**src/include/psa_pkg.sv**
```systemverilog
// How it works
// - Table address is page above effective address
// - Page top bit selects configuration memory
// - Visibility address: page above low fifteen bits
// - Redirect only when bit15 and enable set
// - Upper data half maps to 256 pages
// - Table accesses unaligned, reads reach configuration
// - Config writes refused, reads only implemented areas
// - Low read: word or selected byte
// - High read: upper byte, phantom byte zero
// - Addresses step two per program word
// - Fetch address bit zero forced low
// - Visibility suspended during table access
// - Visibility read outside repeat stretches moves one cycle, others two
// - Outside repeat: one or two extra cycles
// - Repeat loop: edge iterations cost two
// - Write rows 64, erase blocks 512 instructions
package psa_pkg;
  // ****************************************************************
  // Register map
  // ****************************************************************
  localparam logic [3:0] ADDR_TABLE_PAGE = 4'h0;
  localparam logic [3:0] ADDR_VIS_PAGE = 4'h4;
  localparam logic [3:0] ADDR_CORE_CONTROL = 4'h8;
  localparam logic [3:0] ADDR_STATUS = 4'hc;
  localparam logic [7:0] RST_PAGE = 8'h00;
  localparam logic [15:0] RST_CORE_CONTROL = 16'h0000;
  localparam int VIS_ENABLE_BIT = 2;
  localparam int CONFIG_SEL_BIT = 7;
  localparam int EA_TOP_BIT = 15;
  localparam logic [1:0] RESP_OKAY = 2'h0;
  localparam logic [1:0] RESP_SLVERR = 2'h2;
  // ****************************************************************
  // Memory geometry
  // ****************************************************************
  localparam logic [10:0] WRITE_ROW_INSTR = 11'h040;
  localparam logic [10:0] WRITE_ROW_BYTES = 11'h0c0;
  localparam logic [10:0] ERASE_BLOCK_INSTR = 11'h200;
  localparam logic [10:0] ERASE_BLOCK_BYTES = 11'h600;
  localparam logic [15:0] CONFIG_IMPL_LO = 16'hff00;
  localparam logic [15:0] CONFIG_IMPL_HI = 16'hff03;
  // ****************************************************************
  // Core request carrier
  // ****************************************************************
  typedef enum logic [1:0] {
    PSA_OP_RDL = 2'h0,
    PSA_OP_RDH = 2'h1,
    PSA_OP_WTL = 2'h2,
    PSA_OP_WTH = 2'h3
  } psa_op_t;
  typedef struct packed {
    logic table_req;
    psa_op_t op;
    logic byte_mode;
    logic [15:0] ea;
    logic [15:0] wdata;
  } psa_table_req_t;
  typedef struct packed {
    logic data_req;
    logic [15:0] ea;
    logic is_move;
    logic in_repeat;
    logic repeat_edge;
  } psa_data_req_t;
  typedef enum logic [2:0] {
    PSA_IDLE = 3'b001,
    PSA_FETCH2 = 3'b010,
    PSA_FETCH3 = 3'b100
  } psa_state_t;
endpackage : psa_pkg

```
**src/core/psa_unit.sv**
```systemverilog
`timescale 1ns/100ps
module psa_unit (
  input wire logic clk,
  input wire logic sys_rst,
  input wire logic [3:0] s_axi_awaddr,
  input wire logic s_axi_awvalid,
  output logic s_axi_awready,
  input wire logic [31:0] s_axi_wdata,
  input wire logic [3:0] s_axi_wstrb,
  input wire logic s_axi_wvalid,
  output logic s_axi_wready,
  output logic [1:0] s_axi_bresp,
  output logic s_axi_bvalid,
  input wire logic s_axi_bready,
  input wire logic [3:0] s_axi_araddr,
  input wire logic s_axi_arvalid,
  output logic s_axi_arready,
  output logic [31:0] s_axi_rdata,
  output logic [1:0] s_axi_rresp,
  output logic s_axi_rvalid,
  input wire logic s_axi_rready,
  input wire psa_pkg::psa_table_req_t table_req,
  input wire psa_pkg::psa_data_req_t data_req,
  input wire logic [22:0] fetch_pc,
  output logic [23:0] prog_addr,
  output logic prog_rd,
  output logic prog_wr,
  output logic [23:0] prog_wdata,
  output logic [23:0] prog_wmask,
  input wire logic [23:0] prog_rdata,
  output logic [23:0] fetch_addr,
  output logic [15:0] core_rdata,
  output logic core_rvalid,
  output logic core_stall,
  output logic table_refused,
  output logic [10:0] write_row_instr,
  output logic [10:0] erase_block_instr
);
  // ****************************************************************
  // Register bus slave
  // ****************************************************************
  logic [7:0] table_page_select;
  logic [7:0] visibility_page_select;
  logic [15:0] core_control_register;
  logic refused_sticky;
  logic aw_held;
  logic w_held;
  logic [3:0] aw_addr;
  logic [31:0] w_data;
  logic [3:0] w_strb;
  logic do_write;

  // Address and data may come in either order; hold each until both are in
  assign s_axi_awready = !aw_held && !s_axi_bvalid;
  assign s_axi_wready = !w_held && !s_axi_bvalid;
  assign do_write = aw_held && w_held && !s_axi_bvalid;

  always_ff @(posedge clk) begin
    if (sys_rst) begin
      aw_held <= 1'b0;
      w_held <= 1'b0;
      aw_addr <= 4'h0;
      w_data <= 32'h0000_0000;
      w_strb <= 4'h0;
      s_axi_bvalid <= 1'b0;
      s_axi_bresp <= psa_pkg::RESP_OKAY;
    end else begin
      if (s_axi_awvalid && s_axi_awready) begin
        aw_held <= 1'b1;
        aw_addr <= s_axi_awaddr;
      end
      if (s_axi_wvalid && s_axi_wready) begin
        w_held <= 1'b1;
        w_data <= s_axi_wdata;
        w_strb <= s_axi_wstrb;
      end
      if (do_write) begin
        aw_held <= 1'b0;
        w_held <= 1'b0;
        s_axi_bvalid <= 1'b1;
        s_axi_bresp <= (aw_addr > psa_pkg::ADDR_STATUS) ? psa_pkg::RESP_SLVERR
                                                        : psa_pkg::RESP_OKAY;
      end else if (s_axi_bready) begin
        s_axi_bvalid <= 1'b0;
      end
    end
  end

  // Page registers and core control, byte-lane writes
  always_ff @(posedge clk) begin
    if (sys_rst) begin
      table_page_select <= psa_pkg::RST_PAGE;
      visibility_page_select <= psa_pkg::RST_PAGE;
      core_control_register <= psa_pkg::RST_CORE_CONTROL;
    end else if (do_write) begin
      unique case (aw_addr)
        psa_pkg::ADDR_TABLE_PAGE: if (w_strb[0]) table_page_select <= w_data[7:0];
        psa_pkg::ADDR_VIS_PAGE: if (w_strb[0]) visibility_page_select <= w_data[7:0];
        psa_pkg::ADDR_CORE_CONTROL: begin
          if (w_strb[0]) core_control_register[7:0] <= w_data[7:0];
          if (w_strb[1]) core_control_register[15:8] <= w_data[15:8];
        end
        default: begin
        end
      endcase
    end
  end

  // Read channel; the status word clears nothing, refusals stay sticky until reset
  always_ff @(posedge clk) begin
    if (sys_rst) begin
      s_axi_rvalid <= 1'b0;
      s_axi_rdata <= 32'h0000_0000;
      s_axi_rresp <= psa_pkg::RESP_OKAY;
    end else if (s_axi_arvalid && s_axi_arready) begin
      s_axi_rvalid <= 1'b1;
      s_axi_rresp <= psa_pkg::RESP_OKAY;
      unique case (s_axi_araddr)
        psa_pkg::ADDR_TABLE_PAGE: s_axi_rdata <= {24'h000000, table_page_select};
        psa_pkg::ADDR_VIS_PAGE: s_axi_rdata <= {24'h000000, visibility_page_select};
        psa_pkg::ADDR_CORE_CONTROL: s_axi_rdata <= {16'h0000, core_control_register};
        psa_pkg::ADDR_STATUS: s_axi_rdata <= {29'h0, refused_sticky, core_stall,
                                              table_page_select[psa_pkg::CONFIG_SEL_BIT]};
        default: begin
          s_axi_rdata <= 32'h0000_0000;
          s_axi_rresp <= psa_pkg::RESP_SLVERR;
        end
      endcase
    end else if (s_axi_rready) begin
      s_axi_rvalid <= 1'b0;
    end
  end
  assign s_axi_arready = !s_axi_rvalid;

  // ****************************************************************
  // Address generation
  // ****************************************************************
  logic to_config;
  logic config_impl;
  logic vis_hit;
  logic table_active;
  logic tbl_write;
  logic wr_refuse;
  logic rd_refuse;
  logic [23:0] table_addr;
  logic [23:0] vis_addr;

  // Byte address kept whole: table accesses need no alignment
  assign table_addr = {table_page_select, table_req.ea};
  assign to_config = table_page_select[psa_pkg::CONFIG_SEL_BIT];
  assign config_impl = (table_req.ea >= psa_pkg::CONFIG_IMPL_LO) &&
                       (table_req.ea <= psa_pkg::CONFIG_IMPL_HI);
  assign table_active = table_req.table_req;
  assign tbl_write = table_req.op[1];
  assign wr_refuse = table_active && tbl_write && to_config;
  assign rd_refuse = table_active && !tbl_write && to_config && !config_impl;
  // Bit 23 fixed low so visibility never lands in configuration space
  assign vis_addr = {1'b0, visibility_page_select,
                     data_req.ea[psa_pkg::EA_TOP_BIT-1:0]};
  assign vis_hit = data_req.data_req && data_req.ea[psa_pkg::EA_TOP_BIT] &&
                   core_control_register[psa_pkg::VIS_ENABLE_BIT] &&
                   !table_active;
  assign fetch_addr = {fetch_pc, 1'b0};
  assign table_refused = wr_refuse || rd_refuse;
  assign write_row_instr = psa_pkg::WRITE_ROW_INSTR;
  assign erase_block_instr = psa_pkg::ERASE_BLOCK_INSTR;

  // Memory port; table access wins over visibility
  always_comb begin
    prog_addr = 24'h000000;
    prog_rd = 1'b0;
    prog_wr = 1'b0;
    prog_wdata = 24'h000000;
    prog_wmask = 24'h000000;
    if (table_active) begin
      prog_addr = {table_addr[23:1], 1'b0};
      prog_rd = !tbl_write && !rd_refuse;
      prog_wr = tbl_write && !wr_refuse;
      if (table_req.op == psa_pkg::PSA_OP_WTL) begin
        if (!table_req.byte_mode) begin
          prog_wdata = {8'h00, table_req.wdata};
          prog_wmask = 24'h00ffff;
        end else if (table_req.ea[0]) begin
          prog_wdata = {8'h00, table_req.wdata[7:0], 8'h00};
          prog_wmask = 24'h00ff00;
        end else begin
          prog_wdata = {16'h0000, table_req.wdata[7:0]};
          prog_wmask = 24'h0000ff;
        end
      end else if (tbl_write && !(table_req.byte_mode && table_req.ea[0])) begin
        prog_wdata = {table_req.wdata[7:0], 16'h0000};
        prog_wmask = 24'hff0000;
      end
    end else if (vis_hit) begin
      prog_addr = vis_addr;
      prog_rd = 1'b1;
    end
  end

  // ****************************************************************
  // Read data steering
  // ****************************************************************
  function automatic logic [15:0] steer(input psa_pkg::psa_op_t op, input logic bmode,
                                        input logic bsel, input logic [23:0] w);
    logic [15:0] r;
    r = 16'h0000;
    if (op == psa_pkg::PSA_OP_RDL) begin
      if (!bmode) r = w[15:0];
      else r = {8'h00, bsel ? w[15:8] : w[7:0]};
    end else if (!(bmode && bsel)) begin
      r = {8'h00, w[23:16]};
    end
    return r;
  endfunction : steer

  always_ff @(posedge clk) begin
    if (sys_rst) begin
      core_rdata <= 16'h0000;
      core_rvalid <= 1'b0;
    end else begin
      core_rvalid <= (table_active && !tbl_write) || vis_hit;
      if (table_active && !tbl_write) begin
        core_rdata <= rd_refuse ? 16'h0000 : steer(table_req.op, table_req.byte_mode,
                                                     table_req.ea[0], prog_rdata);
      end else if (vis_hit) begin
        core_rdata <= prog_rdata[15:0];
      end
    end
  end

  always_ff @(posedge clk) begin
    if (sys_rst) refused_sticky <= 1'b0;
    else if (table_refused) refused_sticky <= 1'b1;
  end

  // ****************************************************************
  // Stall sequencer for visibility reads
  // ****************************************************************
  psa_pkg::psa_state_t state;
  psa_pkg::psa_state_t next_state;
  logic two_extra;

  // Outside repeat moves pay one cycle, others two; repeat edge iterations two, steady ones none
  assign two_extra = data_req.in_repeat ? data_req.repeat_edge : !data_req.is_move;

  always_comb begin
    next_state = state;
    unique case (state)
      psa_pkg::PSA_IDLE: begin
        if (vis_hit && (!data_req.in_repeat || data_req.repeat_edge)) begin
          next_state = psa_pkg::PSA_FETCH2;
        end
      end
      psa_pkg::PSA_FETCH2: next_state = two_extra ? psa_pkg::PSA_FETCH3
                                                   : psa_pkg::PSA_IDLE;
      psa_pkg::PSA_FETCH3: next_state = psa_pkg::PSA_IDLE;
    endcase
  end

  always_ff @(posedge clk) begin
    if (sys_rst) state <= psa_pkg::PSA_IDLE;
    else state <= next_state;
  end
  assign core_stall = (state != psa_pkg::PSA_IDLE);
endmodule : psa_unit

```
**config.mk**
```make
export PLATFORM = sky130hd
export DESIGN_NAME = psa_unit
export DESIGN_NICKNAME = d
export VERILOG_FILES = /design/src/include/psa_pkg.sv /design/src/core/psa_unit.sv
export SDC_FILE = /design/constraint.sdc
export NUM_CORES = 1
export LEC_CHECK = 0
export BUFFER_PORTS_ARGS = -buffer_cell sky130_fd_sc_hd__buf_2
export CAP_MARGIN = 5
export CELL_PAD_IN_SITES_DETAIL_PLACEMENT = 1
export CELL_PAD_IN_SITES_GLOBAL_PLACEMENT = 1
export CORE_MARGIN = 5
export CORE_UTILIZATION = 27
export CTS_BUF_LIST = sky130_fd_sc_hd__clkbuf_4
export CTS_CLUSTER_DIAMETER = 100
export DETAILED_ROUTE_END_ITERATION = 8
export PLACE_DENSITY = 0.81
export SETUP_SLACK_MARGIN = 0.1
export SYNTH_ARGS = -nofsm -noshare
export SYNTH_HDL_FRONTEND = slang
export SYNTH_SLANG_ARGS = --single-unit
```
**constraint.sdc**
```tcl
create_clock -name clk -period 1.8 [get_ports clk]
set_input_delay 0.18 -clock clk [delete_from_list [all_inputs] [get_ports clk]]
set_output_delay 0.18 -clock clk [all_outputs]
set_load 0.1 [all_outputs]
```
==> metrics.md, run 1 <==
| Metric | Value |
|---|---|
| Post-Syn Area | `5167 sq um` |
| Initial antenna violation count | `2` |
| Final Hold Viols | `0` |
| Pre-CTS WS | `-0.2565 ns` |
| Hold Path Class | `in -> reg` |
| Worst Path Arrival | `1.69 ns` |
| Min-Delay Path Depth | `4` |
| Int Power | `0.003268 W` |
| Crit-path cells | `buf_6 -> or4_4 -> or4_4 -> o21a_4 -> buf_12` |
| Port Buf Inserts | `228` |
| Top Ports | `334` |
| Kind of critical path | `in -> out` |
| Post-synthesis sequential area ratio | `37.58%` |
| Max-slew headroom | `64.17%` |
| Sequential Power Share | `41.0%` |
| Worst endpoint required time | `1.62 ns` |
| Die span in y | `148.3 microns` |
| WL per Instance | `19.76 microns` |
| Crit path max fanout | `2` |
| Fin. max-slew vios | `0` |
| Area Growth Syn to Fin | `63.92%` |
| Number of library cell types mapped by synthesis | `40` |
| Drt first pass iters | `4` |
| Vias | `5,180` |
| Tightest Pin Transition | `0.5411 ns` |
| Final instance area | `8471 sq um` |
| VDD IR-drop max | `360.8 uV` |
| Num Clock Sinks | `97` |
| Min cycle time layout | `1.874 ns` |
| Crit path buf inv count | `2` |
| Multi-input logic area | `2977 sq um` |
| Final Setup Violations | `25` |
| Synth Register Bits | `97` |
| CORE AREA | `18,770 sq um` |
| Root Driver | `clkbuf_4` |
| Cts bufs inserted | `9` |
| Post-synth EDFFs | `0` |
| Total grt overflow | `0` |
| CP peak stage delay | `0.54 ns` |
| CP Depth | `5` |
| Post-Route Skew | `0.01076 ns` |
| Clock network fraction of design power | `21.5%` |
| Reg2Reg Setup Slack | `0.15 ns` |
| DRC Markers | `0` |
| Post-detail-place hpwl | `16,030 microns` |
| Final WS setup | `-0.07361 ns` |
| Max Clk Rate | `533.7 MHz` |
| Clock Path Buffers | `2` |
| Post-layout nets | `992` |
| Starting DRT DRC Count | `247` |
| Vias/cell | `4.805` |
| CP Capture Type | `primary output` |
| Post-synthesis cell count | `604` |
| Async SR Flop Fraction | `0%` |
| Dpl cell area | `7767 sq um` |
| Slowest CP cell | `or4_4` |
| Mean Syn Cell Area | `8.555 sq um` |
| Die area | `22,000 sq um` |
| Logic pwr share | `37.4%` |
| R2R Path Start | `core_control_register[2]` |
| Status | `finished with violations` |
| Clock Latency Late Sink | `0.46 ns` |
| CP top delay family | `simple AND/OR/NAND/NOR gates` |
| WHS Endpoint | `state[2]` |
| RSZ-0062 raised after global routing | `yes` |
| GP Congestion | `0.7980` |
| Failing checks | `setup timing` |
| Worst hold start | `data_req[1]` |
| Rows | `50` |
| Overall routed net length | `21,300 microns` |
| Reg2reg end | `core_rdata[9]` |
| Reg2Reg Depth | `8` |
| Chip Width | `148.3 microns` |
| First-pass GRT wire length | `32,050 microns` |
| P_sw | `0.002282 W` |
| Crit start category | `input pin` |
| Layout cells sized above 1 | `45.01%` |
| Starting density of the core | `27.53%` |
| # H-tree levels | `3` |
| # fillers | `2,150` |
| Fin crit share | `104.1%` |
| Largest net degree at the start of global routing | `74` |
| Power per cell area | `655.2 nW/um^2` |
| Syn. warnings | `0` |
| Sw Share | `41.12%` |
| Most used DFF post-synth | `dfxtp_1` |
| FF/Latch Area | `1952 sq um` |
| Number of global-route vias before repair | `5,690` |
| Max-cap violations | `0` |
| All-Layer GR Usage | `18.59%` |
| Worst-path clk slew | `0.13 ns` |
| Layout Utilization | `45.13%` |
| Pleak | `3.900 nW` |
| Post-DRT Antenna Nets | `0` |
| CTS tree | `done` |
| CP dominant cell by count | `or4_4` |
power groups by stage:
stage          sequential (W)  clock, W  combinational [W]
2_1_floorplan         0.00249         0            0.00162
3_3_place_gp          0.00232         0            0.00196
3_5_place_dp          0.00232         0            0.00199
4_1_cts               0.00228   0.00126            0.00208
5_1_grt               0.00229   0.00134            0.00216
6_report              0.00228   0.00120            0.00208
cell usage after synthesis (10+ instances only):
| master | number | area (sq um) |
|---|---|---|
| a211oi_1 | 10 | 75.07 |
| a21oi_1 | 40 | 200.2 |
| a22o_1 | 29 | 254.0 |
| a22oi_1 | 16 | 120.1 |
| and2_1 | 22 | 137.6 |
| buf_4 | 85 | 638.1 |
| clkbuf_1 | 35 | 131.4 |
| dfxtp_1 | 97 | 1942 |
| mux2i_1 | 41 | 410.4 |
| nand2_1 | 43 | 161.4 |
| nor2_1 | 85 | 319.1 |
| nor2b_1 | 13 | 81.33 |
| o21ai_0 | 18 | 90.09 |
state kept, by name, summed over array words and instances (netlist names):
register,flops
s_axi_rvalid,1
aw_held,1
refused_sticky,1
w_data,16
w_strb,2
table_page_select,8
core_rvalid,1
visibility_page_select,8
s_axi_rdata,16
s_axi_bresp,1
w_held,1
aw_addr,4
s_axi_bvalid,1
s_axi_rresp,1
state,3
core_rdata,16
core_control_register,16
tightest hold or removal path, delay by kind of cell:
| kind | cells | cell delay (ns) |
|---|---|---|
| AO/OA/AOI/OAI | 1 | 0.11 |
| buffers and inverters | 1 | 0.08 |
| AND/OR/NAND/NOR | 2 | 0.12 |
cell type report:
| class | instances | share of cell area, % |
|---|---|---|
| repair buffers | 305 | 36.47 |
| multi-input cells | 420 | 35.14 |
| flip-flops and latches | 97 | 23.04 |
| well taps | 234 | 3.456 |
| clock buffers | 12 | 1.064 |
| clock inverters | 3 | 0.5022 |
| inverters | 5 | 0.2659 |
| diodes | 2 | 0.05908 |
kinds of logic after synthesis:
kind of cell | synth area share, %
multiplexers | 9.249
AO/OA/AOI/OAI | 17.85
buffers and inverters | 15.33
other | 0.1453
flip-flops | 37.58
AND/OR/NAND/NOR | 19.85
repair_timing:
item                       4_1_cts  5_1_grt
resized for setup               24        0
pin swaps                        3        2
hold buffers                    33        0
hold endpoints to repair        32        0
gates cloned                     3        0
buffers inserted                 7        0
setup endpoints to repair       26       32
per-layer routing:
layer / global-route usage [%] / vias to the layer above / wire length, microns
met1: 22.10 / 2547 / 8607
met5: 0 / - / 0
li1: - / 2438 / -
met3: 3.931 / 22 / 1063
met2: 34.41 / 173 / 11310
met4: 3.926 / 0 / 317
worst max-delay path by stage:
stage	start	to	slack (ns)
floorplan	table_req[32]	prog_wdata[16]	-0.45
global placement	table_req[22]	core_rdata[12]	-0.20
detailed placement	table_req[22]	core_rdata[15]	-0.26
CTS	core_control_register[2]	prog_addr[21]	-0.12
global route	core_control_register[2]	prog_addr[21]	-0.15
finish	table_req[22]	table_refused	-0.07
through the flow:
| step | hold WS, ns | TNS [ns] | cells | power [W] |
|---|---|---|---|---|
| 2_1_floorplan | 0.2688 | -14.07 | 643 | 0.004110 |
| 3_3_place_gp | 0.3607 | -2.099 | 1018 | 0.004283 |
| 6_report | 0.07471 | -1.071 | 1078 | 0.005550 |
| 4_1_cts | 0.008221 | -2.523 | 1076 | 0.005616 |
| 3_5_place_dp | 0.3607 | -2.865 | 1018 | 0.004314 |
| 5_1_grt | 0.06044 | -3.236 | 1078 | 0.005782 |
cells in the final DEF, fill, tap and decap left out, types with 33 or more instances in the layout:
cell type,n
a21oi_1,39
buf_12,80
buf_2,150
buf_4,33
conb_1,41
dfxtp_1,93
dlygate4sd3_1,33
mux2i_1,41
nand2_1,39
nor2_1,73
No activity file was read; power rests on OpenSTA's default activity.
==> run 2, diff against run 1 <==
--- a/config.mk
+++ b/config.mk
@@ -15,7 +15,7 @@
 export CTS_CLUSTER_DIAMETER = 100
 export DETAILED_ROUTE_END_ITERATION = 8
 export PLACE_DENSITY = 0.81
-export SETUP_SLACK_MARGIN = 0.1
+export SETUP_SLACK_MARGIN = 0.02
 export SYNTH_ARGS = -nofsm -noshare
 export SYNTH_HDL_FRONTEND = slang
 export SYNTH_SLANG_ARGS = --single-unit
==> run 2 against run 1 <==
  * The flow still finishes with violations (setup timing)
  * First-iteration DRC count is 21% lower
  * Setup slack worse by 0.0032 ns
  * Sequential power hardly changed
  * Fmax is 0.17% lower
  * Utilization is 0.73 points lower
  * Critical endpoint unchanged
==> metrics.md, run 2 (synthesis gave the netlist of run 1 again) <==
| Metric | Value |
|---|---|
| Largest net degree at the start of global routing | `24 (was 74)` |
| Worst endpoint required time | `1.62 ns (about the same)` |
| Area Growth Syn to Fin | `61.28% (was 63.92%)` |
| CORE AREA | `18,770 sq um (unchanged)` |
| Crit start category | `input pin (unchanged)` |
| CTS tree | `done (unchanged)` |
| Layout cells sized above 1 | `44.52% (was 45.01%)` |
| Commonest non-fill, non-tap cell in the layout | `buf_2 (unchanged)` |
| Vias/cell | `4.862 (was 4.805)` |
| # H-tree levels | `3 (unchanged)` |
| Final Setup Violations | `14 (was 25)` |
| Overall routed net length | `21,150 microns (was 21,300 microns)` |
| Chip Width | `148.3 microns (unchanged)` |
| Crit path max fanout | `2 (unchanged)` |
| Initial antenna violation count | `1 (was 2)` |
| Rows | `50 (unchanged)` |
| Failing checks | `setup timing (unchanged)` |
| Total grt overflow | `0 (unchanged)` |
| Root Driver | `clkbuf_4 (unchanged)` |
| Final WS setup | `-0.07685 ns (was -0.07361 ns)` |
| Die span in y | `148.3 microns (unchanged)` |
| GP Congestion | `0.7470 (was 0.7980)` |
| VDD IR-drop max | `386.1 uV (was 360.8 uV)` |
| Power per cell area | `693.4 nW/um^2 (was 655.2 nW/um^2)` |
| Drt first pass iters | `4 (unchanged)` |
| Max-slew headroom | `61.18% (was 64.17%)` |
| Post-detail-place hpwl | `16,020 microns (was 16,030 microns)` |
| Num Clock Sinks | `97 (unchanged)` |
| WL per Instance | `19.66 microns (was 19.76 microns)` |
| Worst-path clk slew | `0.17 ns (was 0.13 ns)` |
| Fin. max-slew vios | `0 (unchanged)` |
| Kind of critical path | `in -> out (unchanged)` |
| Worst Path Arrival | `1.70 ns (was 1.69 ns)` |
| # fillers | `2,174 (was 2,150)` |
| First-pass GRT wire length | `31,770 microns (was 32,050 microns)` |
| Clock Latency Late Sink | `0.48 ns (was 0.46 ns)` |
| RSZ-0062 raised after global routing | `yes (unchanged)` |
| All-Layer GR Usage | `18.35% (was 18.59%)` |
| Post-Route Skew | `0.02926 ns (was 0.01076 ns)` |
| Pleak | `3.808 nW (was 3.900 nW)` |
| Top Ports | `334 (unchanged)` |
| Post-DRT Antenna Nets | `0 (unchanged)` |
| Number of global-route vias before repair | `5,600 (was 5,690)` |
| CP Capture Type | `primary output (unchanged)` |
| Port Buf Inserts | `228 (unchanged)` |
| Hold Path Class | `in -> reg (unchanged)` |
| Fin crit share | `104.3% (was 104.1%)` |
| Clock Path Buffers | `2 (unchanged)` |
| Tightest Pin Transition | `0.5801 ns (was 0.5411 ns)` |
| Final Hold Viols | `0 (unchanged)` |
| Die area | `22,000 sq um (unchanged)` |
| Starting DRT DRC Count | `196 (was 247)` |
| Cts bufs inserted | `9 (unchanged)` |
| Most frequent cells in the layout | `152 x buf_2, 93 x dfxtp_1, 82 x buf_12 (was 150 x buf_2, 93 x dfxtp_1, 80 x buf_12)` |
| Post-layout nets | `989 (was 992)` |
| Vias | `5,231 (was 5,180)` |
| Min cycle time layout | `1.877 ns (was 1.874 ns)` |
| Starting density of the core | `27.53% (unchanged)` |
| Max-cap violations | `0 (unchanged)` |
| Layout Utilization | `44.41% (was 45.13%)` |
| Status | `finished with violations (unchanged)` |
| Max Clk Rate | `532.8 MHz (was 533.7 MHz)` |
| DRC Markers | `0 (unchanged)` |
| Total Power | `0.005779 W (was 0.005550 W)` |
run 2: through the flow:
| step | cells | setup WS, ns | hold WS (ns) | instance area [sq um] | setup TNS [ns] |
|---|---|---|---|---|---|
| after floorplan | 643 | -0.4534 | 0.2688 | 5797 | -14.04 |
| after global placement | 1019 | -0.2122 | 0.3607 | 7660 | -2.038 |
| after detailed placement | 1019 | -0.2636 | 0.3607 | 7660 | -2.775 |
| after CTS | 1074 | -0.1009 | 0.006395 | 8319 | -1.480 |
| after global routing | 1075 | -0.1341 | 0.03335 | 8332 | -2.046 |
| final | 1076 | -0.07685 | 0.05607 | 8334 | -0.3662 |
run 2: what timing repair did:
item / 4_1_cts / 5_1_grt
endpoints found under the hold margin: 32 / 0
gates resized for setup: 21 / 2
hold buffers: 33 / 0
setup endpoints to repair: 26 / 27
buffers inserted: 5 / 0
gates cloned: 1 / 0
pin swaps: 4 / 4
run 2: final timing paths:
path / start / endpoint / slack [ns] / depth (start not counted)
setup / recovery: table_req[22] / table_refused / -0.08 / 5
hold reg to reg: state[0] / state[2] / 0.46 / 1
hold / removal: data_req[1] / state[2] / 0.06 / 4
setup reg to reg: state[0] / s_axi_rdata[1] / 0.10 / 4
run 2: area by class of cell:
class / count / area [sq um] / area share [%]
clock inverters: 7 / 113.9 / 1.366
flip-flops and latches: 97 / 1952 / 23.42
repair buffers: 302 / 3042 / 36.50
clock buffers: 9 / 67.56 / 0.8107
well taps: 234 / 292.8 / 3.513
diodes: 2 / 5.005 / 0.06005
multi-input cells: 420 / 2839 / 34.06
inverters: 5 / 22.52 / 0.2702
run 2: layer usage:
layer  track usage (%)  up-vias  routed length (microns)  share of wire, %
met5                 0        -                        0                 0
li1                  -     2433                        -                 -
met2             33.25      169                    11030                52
met1             21.88     2597                     8716                41
met4             6.189        0                      483               2.3
met3             3.199       32                      925               4.4
run 2: report_power, final:
part           internal, W  total (W)  switching, W
Sequential         0.00222    0.00228     0.0000598
Combinational     0.000572    0.00205       0.00148
Clock             0.000593    0.00145      0.000860
Total              0.00338    0.00578       0.00240
run 2: critical path, cell delays in order:
cell	delay [ns]
buf_6	0.09
or4_4	0.54
or4_4	0.48
o21a_4	0.23
buf_12	0.16
==> run 3, diff against run 2 <==
--- a/config.mk
+++ b/config.mk
@@ -11,9 +11,10 @@
 export CELL_PAD_IN_SITES_GLOBAL_PLACEMENT = 1
 export CORE_MARGIN = 5
 export CORE_UTILIZATION = 27
-export CTS_BUF_LIST = sky130_fd_sc_hd__clkbuf_4
+export CTS_BUF_LIST = sky130_fd_sc_hd__clkbuf_4 sky130_fd_sc_hd__clkbuf_8 sky130_fd_sc_hd__clkbuf_16
 export CTS_CLUSTER_DIAMETER = 100
 export DETAILED_ROUTE_END_ITERATION = 8
+export GPL_TIMING_DRIVEN = 0
 export PLACE_DENSITY = 0.81
 export SETUP_SLACK_MARGIN = 0.02
 export SYNTH_ARGS = -nofsm -noshare
==> run 3 against run 2 <==
  * The flow still finishes with violations (setup timing)
  * Setup slack worse by 0.0086 ns
  * Critical path depth unchanged
  * Register-to-register slack worse by 0.03 ns
  * Highest routed layer unchanged
==> metrics.md, run 3 (synthesis gave the netlist of run 1 again) <==
| Metric | Value |
|---|---|
| Crit path max fanout | `2 (unchanged)` |
| Die area | `22,000 sq um (unchanged)` |
| Post-DRT Antenna Nets | `0 (unchanged)` |
| DRC Markers | `0 (unchanged)` |
| Most frequent cells in the layout | `182 x buf_2, 94 x buf_4, 94 x dfxtp_1 (was 152 x buf_2, 93 x dfxtp_1, 82 x buf_12)` |
| Hold_buf cts | `0 (was 33)` |
| Pre-CTS WS | `-0.6963 ns (was -0.2636 ns)` |
| VDD IR-drop max | `413.6 uV (was 386.1 uV)` |
| Worst-path clk slew | `0.07 ns (was 0.17 ns)` |
| # fillers | `2,198 (was 2,174)` |
| Final Setup Violations | `2 (was 14)` |
| Kind of critical path | `in -> out (unchanged)` |
| Initial antenna violation count | `0 (was 1)` |
| Clock Latency Late Sink | `0.35 ns (was 0.48 ns)` |
| Overall routed net length | `22,720 microns (was 21,150 microns)` |
| Top Ports | `334 (unchanged)` |
| Drt first pass iters | `4 (unchanged)` |
| Pleak | `4.241 nW (was 3.808 nW)` |
| Cts bufs inserted | `9 (unchanged)` |
| Vias | `5,491 (was 5,231)` |
| Largest net degree at the start of global routing | `19 (was 24)` |
| Clock Path Buffers | `2 (unchanged)` |
| Starting density of the core | `27.53% (unchanged)` |
| Rows | `50 (unchanged)` |
| Post-Route Skew | `0.009421 ns (was 0.02926 ns)` |
| # H-tree levels | `3 (unchanged)` |
| Root Driver | `clkbuf_16 (was clkbuf_4)` |
| Hold Path Class | `in -> reg (unchanged)` |
| Max Clk Rate | `530.4 MHz (was 532.8 MHz)` |
| Min cycle time layout | `1.885 ns (was 1.877 ns)` |
| Final cell count without fillers | `1,163 (was 1,076)` |
| Fin. max-slew vios | `0 (unchanged)` |
| All-Layer GR Usage | `18.90% (was 18.35%)` |
| Worst Path Arrival | `1.71 ns (was 1.70 ns)` |
| Max-cap violations | `0 (unchanged)` |
| GP Congestion | `0.8371 (was 0.7470)` |
| Chip Width | `148.3 microns (unchanged)` |
| Num Clock Sinks | `97 (unchanged)` |
| Final instance area | `8677 sq um (was 8334 sq um)` |
| Layout cells sized above 1 | `51.56% (was 44.52%)` |
| RSZ-0062 raised after global routing | `yes (unchanged)` |
| Area Growth Syn to Fin | `67.92% (was 61.28%)` |
| First-pass GRT wire length | `32,750 microns (was 31,770 microns)` |
| N_diodes | `0 (was 2)` |
| Failing checks | `setup timing (unchanged)` |
| Commonest non-fill, non-tap cell in the layout | `buf_2 (unchanged)` |
| CORE AREA | `18,770 sq um (unchanged)` |
| Post-layout nets | `1,078 (was 989)` |
| Max-slew headroom | `42.06% (was 61.18%)` |
| Port Buf Inserts | `246 (was 228)` |
| Number of global-route vias before repair | `5,809 (was 5,600)` |
| Die span in y | `148.3 microns (unchanged)` |
| Dpl cell area | `7321 sq um (was 7660 sq um)` |
| Final Hold Viols | `0 (unchanged)` |
| Status | `finished with violations (unchanged)` |
| WL per Instance | `19.54 microns (was 19.66 microns)` |
| Final WS setup | `-0.08546 ns (was -0.07685 ns)` |
| Tightest Pin Transition | `0.8690 ns (was 0.5801 ns)` |
| CTS tree | `done (unchanged)` |
| Post-detail-place hpwl | `16,620 microns (was 16,020 microns)` |
| Final Hold Slack | `0.01870 ns (was 0.05607 ns)` |
| DP Cell Count | `1,123 (was 1,019)` |
| Layout Utilization | `46.23% (was 44.41%)` |
| Total grt overflow | `0 (unchanged)` |
| Power per cell area | `754.8 nW/um^2 (was 693.4 nW/um^2)` |
| Crit start category | `input pin (unchanged)` |
| CP Capture Type | `primary output (unchanged)` |
| Vias/cell | `4.721 (was 4.862)` |
| Fin crit share | `104.7% (was 104.3%)` |
| Starting DRT DRC Count | `188 (was 196)` |
| Worst endpoint required time | `1.62 ns (about the same)` |
## run 3: path summary, 6_finish.rpt
kind                            slack [ns]  cells past startpoint     startpoint        endpoint
worst max-delay path                 -0.09                      5  table_req[20]   table_refused
worst min-delay path                  0.02                      2   s_axi_rready    s_axi_rvalid
worst max register to register        0.07                      4       state[0]  s_axi_rdata[1]
worst min register to register        0.46                      2     w_data[15]      w_data[15]
## run 3: timing repair
action | in CTS | in global routing
setup buffers | 15 | 9
gates resized for setup | 141 | 72
cloned | 0 | 3
pin swaps | 10 | 7
endpoints found under the setup margin | 124 | 96
## run 3: layout make-up
type	count	area [sq um]	area share (%)
plain buffers	118	1033	11.91
clock buffers	10	239.0	2.754
clock inverters	6	57.56	0.6633
inverters	5	22.52	0.2596
multi-input cells	420	2950	34.00
flip-flops and latches	97	1953	22.51
well taps	234	292.8	3.374
repair buffers	273	2128	24.53
## run 3: critical path: stages
cell	delay, ns
buf_6	0.09
or4_4	0.55
or4_4	0.48
o21a_4	0.23
buf_12	0.16
## run 3: report_power, final
group          total (W)  internal [W]  switching [W]
sequential       0.00227       0.00221      0.0000570
combinational    0.00234      0.000620        0.00172
clock            0.00194       0.00101       0.000936
total            0.00655       0.00384        0.00271
## run 3: metal layers
layer  routed length [microns]  share of wire, %  global-route usage (%)  vias to the layer above
met5                         0                 0                       0                        -
met4                       293               1.3                   4.434                        0
met3                       937               4.1                   3.656                       15
met2                     11910                52                   34.60                      166
met1                      9581                42                   22.83                     2697
li1                          -                 -                       -                     2613
## run 3: metrics by stage
step                      power [W]  TNS, ns
final                      0.006550  -0.1461
after global placement     0.004457   -39.45
after global routing       0.006798  -0.2372
after detailed placement   0.004480   -42.26
after CTS                  0.006522  -0.1702
after floorplan            0.004084   -14.04
